### src/inc/aopc_pkg.sv
package aopc_pkg;

   // result and frame geometry
   localparam int           RES_WIDTH    = 16;
   localparam int           SHARED_WIDTH = 4;
   localparam int           FRAME_BITS   = 16;
   localparam logic [4:0]   FRAME_LAST   = 5'h0f;

   // shared pin positions while in serial mode
   localparam int           PIN_CLK_SRC  = 0;
   localparam int           PIN_SYNC_POL = 1;
   localparam int           PIN_CLK_INV  = 2;
   localparam int           PIN_RD_CHAIN = 3;

   // master serial clock timing
   localparam int           CLOCK_NS        = 10;
   localparam int           MSCLK_PERIOD_NS = 60;
   localparam logic [3:0]   MSCLK_HALF_CYC  =
      4'(((MSCLK_PERIOD_NS / 2) + CLOCK_NS - 1) / CLOCK_NS);

   // reset values and output enable levels
   localparam logic [15:0]  RESULT_RST   = 16'h0000;
   localparam logic [3:0]   OE_N_OFF     = 4'hf;
   localparam logic [3:0]   OE_N_ON      = 4'h0;

   typedef struct packed {
      logic       output_code_select;
      logic       port_type_select;
      logic [3:0] shared_pin;
      logic       sclk;
      logic       chip_select_n;
   } aopc_pins_s;

   typedef struct packed {
      logic code_binary;
      logic serial;
      logic ext_clock;
      logic sync_low;
      logic clk_inv;
      logic rd_during;
   } aopc_cfg_s;

   typedef enum logic [2:0] {
      ST_IDLE  = 3'b001,
      ST_SYNC  = 3'b010,
      ST_SHIFT = 3'b100
   } aopc_state_e;

endpackage : aopc_pkg
### src/core/aopc_port.sv
// What this block does
// - code select low inverts result msb
// - port select picks parallel or serial
// - low four data bits always driven
// - parallel mode drives shared pins bits 4-7
// - clock source: master drives, slave follows
// - sync polarity select sets frame sync level
// - clock invert flips serial clock, edges
// - result shifts out msb first
// - chain input follows after sixteen clocks
// - read mode: during or after conversion
module aopc_port
   import aopc_pkg::*;
#(
   parameter int W = RES_WIDTH
) (
   input  wire logic          i_clock,
   input  wire logic          i_rst,
   input  wire logic [W-1:0]  i_result_data,
   input  wire logic          i_result_valid,
   input  wire logic          i_conv_start,
   input  wire logic          i_output_code_select,
   input  wire logic          i_port_type_select,
   input  wire logic [3:0]    i_shared_pin,
   input  wire logic          i_sclk,
   input  wire logic          i_chip_select_n,
   output logic [3:0]         o_data_low,
   output logic [3:0]         o_shared_pin,
   output logic [3:0]         o_shared_oe_n,
   output logic [15:8]        o_data_high,
   output logic               o_sclk,
   output logic               o_sclk_oe_n,
   output logic               o_frame_sync
);

   // pin synchronisers
   aopc_pins_s  pins_raw;
   aopc_pins_s  s1_r;
   aopc_pins_s  s2_r;
   logic        sclk_d_r;
   logic        cs_d_r;

   assign pins_raw = '{output_code_select: i_output_code_select,
                       port_type_select:   i_port_type_select,
                       shared_pin:         i_shared_pin,
                       sclk:               i_sclk,
                       chip_select_n:      i_chip_select_n};

   always_ff @(posedge i_clock or posedge i_rst) begin
      if (i_rst) begin
         s1_r     <= '0;
         s2_r     <= '0;
         sclk_d_r <= 1'b0;
         cs_d_r   <= 1'b1;
      end else begin
         s1_r     <= pins_raw;
         s2_r     <= s1_r;
         sclk_d_r <= s2_r.sclk;
         cs_d_r   <= s2_r.chip_select_n;
      end
   end

   // configuration decode
   aopc_cfg_s cfg_r;
   aopc_cfg_s cfg_nxt;

   always_comb begin
      cfg_nxt.code_binary = s2_r.output_code_select;
      cfg_nxt.serial      = s2_r.port_type_select;
      cfg_nxt.ext_clock   = s2_r.port_type_select & s2_r.shared_pin[PIN_CLK_SRC];
      cfg_nxt.sync_low    = s2_r.port_type_select & s2_r.shared_pin[PIN_SYNC_POL];
      cfg_nxt.clk_inv     = s2_r.port_type_select & s2_r.shared_pin[PIN_CLK_INV];
      cfg_nxt.rd_during   = s2_r.port_type_select & s2_r.shared_pin[PIN_RD_CHAIN];
   end

   // result holding register and parallel outputs
   logic [W-1:0] res_r;
   logic [W-1:0] res_nxt;
   logic         res_load_r;
   logic [3:0]   oe_n_r;
   logic [3:0]   oe_n_nxt;
   logic [15:8]  high_r;
   logic [15:8]  high_nxt;
   logic         ser_bit;

   always_comb begin
      res_nxt = res_r;
      if (i_result_valid) begin
         res_nxt = {i_result_data[W-1] ^ ~cfg_r.code_binary, i_result_data[W-2:0]};
      end
      oe_n_nxt = cfg_r.serial ? OE_N_OFF : OE_N_ON;
      high_nxt = cfg_r.serial ? {7'h00, ser_bit} : res_r[15:8];
   end

   always_ff @(posedge i_clock or posedge i_rst) begin
      if (i_rst) begin
         cfg_r      <= '0;
         res_r      <= RESULT_RST;
         res_load_r <= 1'b0;
         oe_n_r     <= OE_N_OFF;
         high_r     <= RESULT_RST[15:8];
      end else begin
         cfg_r      <= cfg_nxt;
         res_r      <= res_nxt;
         res_load_r <= i_result_valid;
         oe_n_r     <= oe_n_nxt;
         high_r     <= high_nxt;
      end
   end

   assign o_data_low    = res_r[3:0];
   assign o_shared_pin  = res_r[7:4];
   assign o_shared_oe_n = oe_n_r;
   assign o_data_high   = high_r;

   // master serial sequencer
   aopc_state_e state_r;
   aopc_state_e st_nxt;
   logic [3:0]  div_r;
   logic [3:0]  div_nxt;
   logic        phase_r;
   logic        ph_nxt;
   logic        sclk_r;
   logic        sclk_oe_n_r;
   logic        fs_r;
   logic        m_load;
   logic        m_shift;
   logic        start_m;
   logic        tick;
   logic [4:0]  bit_count;

   assign start_m = cfg_r.serial & ~cfg_r.ext_clock
                  & (cfg_r.rd_during ? i_conv_start : res_load_r);
   assign tick    = (div_r == MSCLK_HALF_CYC - 4'h1);

   always_comb begin
      st_nxt  = state_r;
      div_nxt = div_r;
      ph_nxt  = phase_r;
      m_load  = 1'b0;
      m_shift = 1'b0;
      case (state_r)
         ST_IDLE: begin
            div_nxt = 4'h0;
            ph_nxt  = 1'b0;
            if (start_m) begin
               st_nxt = ST_SYNC;
               m_load = 1'b1;
            end
         end
         ST_SYNC: begin
            div_nxt = tick ? 4'h0 : div_r + 4'h1;
            if (tick) begin
               st_nxt = ST_SHIFT;
            end
         end
         ST_SHIFT: begin
            div_nxt = tick ? 4'h0 : div_r + 4'h1;
            if (tick) begin
               ph_nxt = ~phase_r;
               if (phase_r) begin
                  m_shift = 1'b1;
                  if (bit_count == FRAME_LAST) begin
                     st_nxt = ST_IDLE;
                  end
               end
            end
         end
         default: begin
            st_nxt = ST_IDLE;
         end
      endcase
      if (!cfg_r.serial || cfg_r.ext_clock) begin
         st_nxt = ST_IDLE;
      end
   end

   always_ff @(posedge i_clock or posedge i_rst) begin
      if (i_rst) begin
         state_r     <= ST_IDLE;
         div_r       <= 4'h0;
         phase_r     <= 1'b0;
         sclk_r      <= 1'b0;
         sclk_oe_n_r <= 1'b1;
         fs_r        <= 1'b0;
      end else begin
         state_r     <= st_nxt;
         div_r       <= div_nxt;
         phase_r     <= ph_nxt;
         sclk_r      <= ph_nxt ^ cfg_r.clk_inv;
         sclk_oe_n_r <= ~(cfg_r.serial & ~cfg_r.ext_clock);
         fs_r        <= (st_nxt != ST_IDLE) ^ cfg_r.sync_low;
      end
   end

   assign o_sclk       = sclk_r;
   assign o_sclk_oe_n  = sclk_oe_n_r;
   assign o_frame_sync = fs_r;

   // slave serial on external clock
   logic s_mode;
   logic s_load;
   logic s_edge;

   assign s_mode = cfg_r.serial & cfg_r.ext_clock;
   assign s_load = s_mode & ~s2_r.chip_select_n & cs_d_r;
   assign s_edge = s_mode & ~s2_r.chip_select_n
                 & (cfg_r.clk_inv ? (~s2_r.sclk & sclk_d_r) : (s2_r.sclk & ~sclk_d_r));

   aopc_shifter #(
      .W (W)
   ) u_shifter (
      .i_clock (i_clock),
      .i_rst   (i_rst),
      .i_load  (m_load | s_load),
      .i_data  (res_r),
      .i_shift (m_shift | s_edge),
      .i_chain (s2_r.shared_pin[PIN_RD_CHAIN]),
      .o_bit   (ser_bit),
      .o_count (bit_count)
   );
endmodule : aopc_port

### src/core/aopc_shifter.sv
module aopc_shifter
   import aopc_pkg::*;
#(
   parameter int W  = RES_WIDTH,
   parameter int CW = $clog2(W + 1)
) (
   input  wire logic          i_clock,
   input  wire logic          i_rst,
   input  wire logic          i_load,
   input  wire logic [W-1:0]  i_data,
   input  wire logic          i_shift,
   input  wire logic          i_chain,
   output logic               o_bit,
   output logic [CW-1:0]      o_count
);

   localparam logic [CW-1:0] CNT_MAX = CW'(W);

   logic [W-1:0]  shreg_r;
   logic [W-1:0]  shreg_nxt;
   logic [CW-1:0] cnt_r;
   logic [CW-1:0] cnt_nxt;

   always_comb begin
      shreg_nxt = shreg_r;
      cnt_nxt   = cnt_r;
      if (i_load) begin
         shreg_nxt = i_data;
         cnt_nxt   = '0;
      end else if (i_shift) begin
         shreg_nxt = {shreg_r[W-2:0], i_chain};
         cnt_nxt   = (cnt_r == CNT_MAX) ? CNT_MAX : cnt_r + 1'b1;
      end
   end

   always_ff @(posedge i_clock or posedge i_rst) begin
      if (i_rst) begin
         shreg_r <= '0;
         cnt_r   <= '0;
      end else begin
         shreg_r <= shreg_nxt;
         cnt_r   <= cnt_nxt;
      end
   end

   assign o_bit   = shreg_r[W-1];
   assign o_count = cnt_r;
endmodule : aopc_shifter

### config.mk
export PLATFORM = sky130hd
export DESIGN_NAME = aopc_port
export DESIGN_NICKNAME = d
export VERILOG_FILES = /design/src/inc/aopc_pkg.sv /design/src/core/aopc_port.sv /design/src/core/aopc_shifter.sv
export SDC_FILE = /design/constraint.sdc
export NUM_CORES = 1
export LEC_CHECK = 0
export ABC_AREA = 1
export BUFFER_PORTS_ARGS = -buffer_cell sky130_fd_sc_hd__buf_4
export CORE_MARGIN = 4
export CORE_UTILIZATION = 60
export DETAILED_ROUTE_END_ITERATION = 10
export HOLD_SLACK_MARGIN = 0.15
export PLACE_DENSITY = 0.93
export SETUP_SLACK_MARGIN = 0.15
export SLEW_MARGIN = 10
export SYNTH_ARGS = -nofsm -noshare
export SYNTH_HDL_FRONTEND = slang
export SYNTH_SLANG_ARGS = --single-unit
### constraint.sdc
create_clock -name i_clock -period 5.19 [get_ports i_clock]
set_input_delay 0.2595 -clock i_clock [delete_from_list [all_inputs] [get_ports i_clock]]
set_output_delay 0.2595 -clock i_clock [all_outputs]
set_load 0.005 [all_outputs]
==> summary.md, run 1 <==
| Metric | Value |
|---|---|
| CTS tree | done |
| Die Width | 83.7 um |
| Largest net degree at the start of global routing | 83 |
| H-Tree Depth | 3 |
| Status | finished clean |
| Gates resized, CTS repair | 0 |
| Setup_tns | 0 ns |
| Sequential fraction of the synthesis area | 59.9% |
| Die area | 7000 um2 |
| DR iter-0 viols | 194 |
| Post-synthesis cell type count | 29 |
| CTS buffer count | 9 |
| Remaining routing DRC violations | 0 |
| RSZ-0062 raised after global routing | no |
| Via count | 2,736 |
| I/O Buffers | 50 |
| Hold crit path type | input pin to flop |
| Hold Path Stages | 1 |
| Max-cap violation count | 0 |
| Layout cells sized above 1 | 18.6% |
| Clk root buf | clkbuf_8 |
| Arrival time at the worst endpoint | 2.62 ns |
| Mapped Nets | 411 |
| First-pass GRT wire length | 13.1 mm |
| Core Region | 5540 um2 |
| Worst skew pair latency | 0.35 ns |
| Final Hold Vio Count | 0 |
| Total gr overflow | 0 |
| Synthesized instance count | 377 |
| I/O pin total | 51 |
| Avg Inst Size Synth | 9.11 um2 |
| Lkg Pwr | 2.28 nW |
| Final Critical Period | 2.34 ns |
| GPL Wtd Cong | 0.824 |
| Fin nets | 475 |
| Critical Path End Type | flop |
| Final Max Tran Viols | 0 |
| Final HPWL DP | 4.35 mm |
| Worst-margin pin slew | 0.968 ns |
| Worst setup path category | flop to flop |
| F_max | 427 MHz |
| Peak supply drop | 322 uV |
| Syn. warnings | 0 |
| Starting density of the core | 62.0% |
| Die H | 83.7 um |
| Most common cell after layout, fill and taps aside | nand2_1 |
| Layout Skew | 0.00739 ns |
| WL/cell | 14.5 um |
| Clk buf depth | 2 |
| Final WL | 7.49 mm |
| Post-CTS Setup Repair Bufs | 0 |
| CTS sink cnt | 82 |
| Initial antenna violation count | 0 |
| Commonest non-fill, non-tap cells in the layout | nand2_1, dfrtp_1, buf_4, inv_1, nand3_1 |
| Post-DRT Antenna Nets | 0 |
| Number of global-route vias before repair | 2,766 |
| Clk slew on worst S/H paths | 0.08 ns |
| Crit-path max FO | 21 |
| Power density over cell area | 365 nW/um2 |
| Final core utilization | 76.6% |
| All-Layer GR Usage | 23.5% |
| Synth Cell Area | 3430 um2 |
| Req. time, crit path | 5.47 ns |
| P&R area growth vs syn | 23.5% |
| Vias/cell | 5.28 |
| FP Rows | 27 |
| Relative slew slack | 35.4% |
| Synth Register Bits | 82 |
| First-pass detailed-route iteration total | 5 |
| Final setup violation count | 0 |
| Fillers | 342 |
| Final worst-path cycle share | 45.1% |
| CP startpoint kind | flop |
| Antenna diodes | 0 |
| Worst Reg-to-Reg Cells | 7 |
| # hold bufs at CTS | 23 |
[registers in the layout, summed over array words and instances (netlist names), 2 cells and up]
signal,cells
s2_r,6
state_r,3
cfg_nxt,2
div_r,4
u_shifter.shreg_r,16
o_data_high,8
s1_r,8
u_shifter.o_count,5
res_r,16
cfg_r,6
[final timing paths]
| check | end | slack (ns) | start |
|---|---|---|---|
| hold / removal | res_load_r$_DFF_PP0_ | 0.18 | i_result_valid |
| max in group asynchronous | res_r[4]$_DFFE_PP0P_ | 4.36 | i_rst |
| hold reg to reg | s2_r[0]$_DFF_PP0_ | 0.35 | s1_r[0]$_DFF_PP0_ |
| setup reg to reg | u_shifter.shreg_r[8]$_DFFE_PP0P_ | 2.85 | cfg_r[4]$_DFF_PP0_ |
| min in group asynchronous | s1_r[2]$_DFF_PP0_ | 0.22 | i_rst |
| setup / recovery | u_shifter.shreg_r[8]$_DFFE_PP0P_ | 2.85 | cfg_r[4]$_DFF_PP0_ |
[area by class of cell]
class                   count  area (um2)  area share [%]
clock inverters             4        98.8            2.33
flip-flops and latches     82        2060            48.5
repair buffers             74         613            14.5
multi-input cells         238        1100            26.0
inverters                  36         136            3.22
well taps                  72        90.1            2.12
clock buffers              12         145            3.42
[critical path, stage by stage (launching register included)]
cell	delay (ns)
dfrtp_1	0.53
inv_1	0.12
nor2_2	0.07
nand3_4	0.20
nand2_2	0.30
nor2_2	0.76
nand2_1	0.15
nand2_1	0.13
[cells in the mapped netlist]
library cell,count,area (um2)
nand3_4,1,17.5
nand4_1,1,6.26
buf_1,1,3.75
nor2_1,17,63.8
nand3_2,1,10.0
xnor2_1,1,8.76
o22ai_1,3,18.8
dfrtp_1,78,1950
nor2_4,1,11.3
dfstp_2,4,105
buf_2,4,20.0
inv_2,2,7.51
nor2_2,2,12.5
o21ai_2,1,8.76
nand2_4,1,11.3
o21ai_0,12,60.1
clkinv_1,1,3.75
and3b_1,1,8.76
nand2_1,152,571
xor2_1,4,35.0
ha_1,6,75.1
buf_4,12,90.1
nand4_2,1,12.5
clkbuf_1,2,7.51
a21oi_1,1,5.00
nand3_1,30,150
nand2_2,2,12.5
buf_6,2,22.5
inv_1,33,124
[layer usage]
| metal | vias up | routed length (um) | global-route usage, % |
|---|---|---|---|
| met2 | 114 | 3870 | 40.3 |
| met3 | 28 | 465 | 5.63 |
| li1 | 1278 | - | - |
| met5 | - | 0 | 0 |
| met4 | 0 | 221 | 10.2 |
| met1 | 1316 | 2930 | 28.2 |
[metrics by stage]
stage	instances	instance area (um2)	hold WS (ns)	total power, W	setup slack, ns
floorplan	377	3430	0.291	0.000908	2.83
global placement	479	3760	0.331	0.000961	2.77
detailed placement	479	3760	0.335	0.000972	2.65
CTS	518	4240	0.154	0.00154	2.61
global route	518	4240	0.166	0.00162	2.68
finish	518	4240	0.177	0.00155	2.85
[cell families (layout without fill, tap and decap cells)]
logic type                 Yosys count  in the layout  synth area share [%]
DFF                                 82             82                  59.9
and+or+nand+nor                    210            210                  25.8
xor gates and xnor gates             5              5                  1.27
AOI/OAI and AO/OA                   17             17                  2.70
buffers and inverters               57            126                  8.12
adders and majority gates            6              6                  2.19
[where the power goes]
group          switching (W)  internal, W  leakage [nW]
clock               0.000224     0.000334         0.121
combinational       0.000123    0.0000987          1.13
sequential         0.0000506     0.000716          1.03
Note: power is estimated with default switching activity, not from simulation.
==> inputs of run 2 (changes only) <==
--- a/config.mk
+++ b/config.mk
@@ -5,13 +5,13 @@
 export SDC_FILE = /design/constraint.sdc
 export NUM_CORES = 1
 export LEC_CHECK = 0
-export ABC_AREA = 1
+export ABC_AREA = 0
 export BUFFER_PORTS_ARGS = -buffer_cell sky130_fd_sc_hd__buf_4
 export CORE_MARGIN = 4
-export CORE_UTILIZATION = 60
+export CORE_UTILIZATION = 51
 export DETAILED_ROUTE_END_ITERATION = 10
 export HOLD_SLACK_MARGIN = 0.15
-export PLACE_DENSITY = 0.93
+export PLACE_DENSITY = 0.85
 export SETUP_SLACK_MARGIN = 0.15
 export SLEW_MARGIN = 10
 export SYNTH_ARGS = -nofsm -noshare
==> constraint.sdc (replaced) <==
create_clock -name i_clock -period 2 [get_ports i_clock]
set_input_delay 0.1 -clock i_clock [delete_from_list [all_inputs] [get_ports i_clock]]
set_output_delay 0.1 -clock i_clock [all_outputs]
set_load 0.005 [all_outputs]
==> run 2 against run 1 <==
Effect of this change: the run now ends with negative setup slack left; core utilization down 7.3 points; global-route usage down 3.5 points; worst setup slack worse by 3.1 ns; clock-buffer cell count unchanged; critical path depth up 2; synthesized cell count down 19%; area after synthesis up 2.5%; worst hold slack better by 0.17 ns; critical path type unchanged; largest power group unchanged.
==> summary.md, run 2 <==
| Metric | Value |
|---|---|
| Status | complete, but fails checks (was finished clean) |
| Failing checks | negative setup slack |
| Clk slew on worst S/H paths | 0.09 ns (was 0.08 ns) |
| Avg Inst Size Synth | 11.5 um2 (was 9.11 um2) |
| Max-cap violation count | 0 (unchanged) |
| Layout Skew | 0.0135 ns (was 0.00739 ns) |
| I/O pin total | 51 (unchanged) |
| Beginning of the critical path | div_r[0]$_DFFE_PP0N_ (was cfg_r[4]$_DFF_PP0_) |
| FP Rows | 30 (was 27) |
| Synth area leader | dfrtp_1 (unchanged) |
| F_max | 452 MHz (was 427 MHz) |
| Core Region | 6760 um2 (was 5540 um2) |
| Max incr delay on CP | 0.52 ns (was 0.76 ns) |
| Top_reg_cell synth | dfrtp_1 (unchanged) |
| GPL Wtd Cong | 0.852 (was 0.824) |
| Fin nets | 422 (was 475) |
| Relative slew slack | 36.1% (was 35.4%) |
| Via count | 2,819 (was 2,736) |
| Hold crit path type | flop to flop (was input pin to flop) |
| Power density over cell area | 778 nW/um2 (was 365 nW/um2) |
| Post-placement setup slack | -0.193 ns (was 2.65 ns) |
| Vias/cell | 5.96 (was 5.28) |
| Crit-path max FO | 4 (was 21) |
| Top-area cell type share of the netlist area | 55.4% (was 56.8%) |
| Arrival time at the worst endpoint | 2.49 ns (was 2.62 ns) |
| Final Critical Period | 2.21 ns (was 2.34 ns) |
| Reg-to-reg startpoint | div_r[0]$_DFFE_PP0N_ (was cfg_r[4]$_DFF_PP0_) |
| Worst setup margin | -0.213 ns (was 2.85 ns) |
| CP startpoint kind | flop (unchanged) |
| Die H | 91.1 um (was 83.7 um) |
| Final Hold Vio Count | 0 (unchanged) |
| All-Layer GR Usage | 20.0% (was 23.5%) |
| Post-synth EDFFs | 0 (unchanged) |
| Peak supply drop | 516 uV (was 322 uV) |
| Final hold slack | 0.350 ns (was 0.177 ns) |
| Remaining routing DRC violations | 0 (unchanged) |
| Syn. warnings | 0 (unchanged) |
| Commonest non-fill, non-tap cells in the layout | dfrtp_1, buf_4, dlygate4sd3_1, mux2_2, nor3_1 (was nand2_1, dfrtp_1, buf_4, inv_1, nand3_1) |
| Overall power | 0.00364 W (was 0.00155 W) |
| First-pass GRT wire length | 13.4 mm (was 13.1 mm) |
| Starting density of the core | 52.1% (was 62.0%) |
| Antenna diodes | 0 (unchanged) |
| Critical Path End Type | flop (unchanged) |
| H-Tree Depth | 3 (unchanged) |
| Largest net degree at the start of global routing | 83 (unchanged) |
| Area contributors post-synth | dfrtp_1, mux2_2, o21ai_0 (was dfrtp_1, nand2_1, nand3_1) |
| Final core utilization | 69.2% (was 76.6%) |
| Worst skew pair latency | 0.35 ns (about the same) |
| RSZ-0062 raised after global routing | yes (was no) |
| Initial antenna violation count | 0 (unchanged) |
| Lkg Pwr | 1.96 nW (was 2.28 nW) |
| Die area | 8300 um2 (was 7000 um2) |
| Final worst-path cycle share | 111% (was 45.1%) |
| Layout cells sized above 1 | 34.4% (was 18.6%) |
| Synthesized instance count | 306 (was 377) |
| First-pass detailed-route iteration total | 5 (unchanged) |
| Post-DRT Antenna Nets | 0 (unchanged) |
| Top-count cell post-synth | dfrtp_1 (was nand2_1) |
| Number of global-route vias before repair | 2,811 (was 2,766) |
| Final setup violation count | 21 (was 0) |
| Req. time, crit path | 2.28 ns (was 5.47 ns) |
| CTS sink cnt | 82 (unchanged) |
| Worst setup path category | flop to flop (unchanged) |
| Top flop regs | res_r (16), u_shifter.shreg_r (16) (unchanged) |
| CTS tree | done (unchanged) |
| Die Width | 91.1 um (was 83.7 um) |
| Clk buf depth | 2 (unchanged) |
| DR iter-0 viols | 231 (was 194) |
| Slowest CP cell | or4_1 (was nor2_2) |
| Post-synthesis cell type count | 48 (was 29) |
| I/O Buffers | 50 (unchanged) |
| Final Max Tran Viols | 0 (unchanged) |
| CTS buffer count | 9 (unchanged) |
| Sequential fraction of the synthesis area | 58.4% (was 59.9%) |
| Asr flop ratio synth | 100% (unchanged) |
| Crit path cell chain | inv_1 > ha_2 > or3b_4 > inv_4 > ha_4 > nand4bb_4 > o21a_4 > or4_1 > a21oi_1 (was inv_1 > nor2_2 > nand3_4 > nand2_2 > nor2_2 > nand2_1 > nand2_1) |
| Final WL | 8.73 mm (was 7.49 mm) |
| Total gr overflow | 0 (unchanged) |
| Clk root buf | clkbuf_8 (unchanged) |
| P&R area growth vs syn | 32.8% (was 23.5%) |
| Final HPWL DP | 4.46 mm (was 4.35 mm) |
| Post-synth top cells | dfrtp_1, o21ai_0, nand3_1, mux2_2, nor3_1 (was nand2_1, dfrtp_1, inv_1, nand3_1, nor2_1) |
| Worst-margin pin slew | 0.946 ns (was 0.968 ns) |
| Synth Register Bits | 82 (unchanged) |
| Synth Cell Area | 3520 um2 (was 3430 um2) |
| Most common cell after layout, fill and taps aside | dfrtp_1 (was nand2_1) |
| Mapped Nets | 340 (was 411) |
| WL/cell | 18.5 um (was 14.5 um) |
| Worst hold start | s1_r[5]$_DFF_PP0_ (was i_result_valid) |
## run 2: cell count changes after synthesis, sizes merged, moves of 18 or more
cell and delta:
nor3 +18, nand2 -148, mux2 +18, inv -24, a31oi +18
## run 2: area by class of cell
type	instances	area, um2
Clock buffer	12	145
Clock inverter	4	27.5
Fill cell	461	2080
Inverter	12	51.3
Multi-Input combinational cell	183	1380
Sequential cell	82	2060
Tap cell	80	100
Timing Repair Buffer	100	921
## run 2: path summary, 6_finish.rpt
kind / end / slack (ns) / depth (start not counted)
worst max-delay path: u_shifter.o_count[3]$_DFFE_PP0P_ / -0.21 / 9
worst min-delay path: s2_r[5]$_DFF_PP0_ / 0.35 / 0
worst max register to register: u_shifter.o_count[3]$_DFFE_PP0P_ / -0.21 / 9
worst min register to register: s2_r[5]$_DFF_PP0_ / 0.35 / 0
max in group asynchronous: o_shared_oe_n[2]$_DFF_PP1_ / 1.23 / 4
min in group asynchronous: u_shifter.shreg_r[7]$_DFFE_PP0P_ / 0.42 / 4
## run 2: kinds of logic (layout without fill, tap and decap cells)
family / Yosys count / count (layout) / synth area share (%)
XOR/XNOR: 4 / 4 / 0.995
flip-flops: 82 / 82 / 58.4
AND/OR/NAND/NOR: 85 / 85 / 14.0
adder cells (fa/ha/maj): 6 / 6 / 2.13
multiplexers: 18 / 18 / 5.76
buffers and inverters: 41 / 128 / 6.18
AO/OA/AOI/OAI: 70 / 70 / 12.5
## run 2: layer usage
layer  track usage (%)  up-vias  share of wire, %
li1                  -     1247                 -
met1              26.4     1375                40
met2              31.7      157                48
met3              5.14       40               7.0
met4              8.29        0               4.6
met5                 0        -                 0
## run 2: repair_timing
action	CTS	global route
hold buffers	26	0
pin swaps	7	13
setup buffers	2	2
hold endpoints to repair	103	0
gates cloned	3	0
gates resized for setup	12	23
endpoints found under the setup margin	21	23
## run 2: where the power goes
group / internal, W / switching [W] / leakage [nW]
Clock: 0.000483 / 0.000569 / 0.0786
Sequential: 0.00184 / 0.000135 / 0.982
Combinational: 0.000323 / 0.000288 / 0.897
Total: 0.00265 / 0.000992 / 1.96
## run 2: through the flow
stage | instances | setup TNS [ns] | area [um2]
global placement | 424 | -0.503 | 4010
finish | 473 | -3.21 | 4680
detailed placement | 424 | -1.41 | 4010
global route | 473 | -5.57 | 4680
floorplan | 306 | -1.11 | 3550
CTS | 471 | -1.58 | 4560
## run 2: worst max-delay path, delay by kind of cell, from the launching register on
family | cells | cell delay, ns
compound gates | 2 | 0.31
fa+ha+maj | 2 | 0.27
buf+inv | 2 | 0.14
flops | 1 | 0.38
simple gates | 3 | 1.05
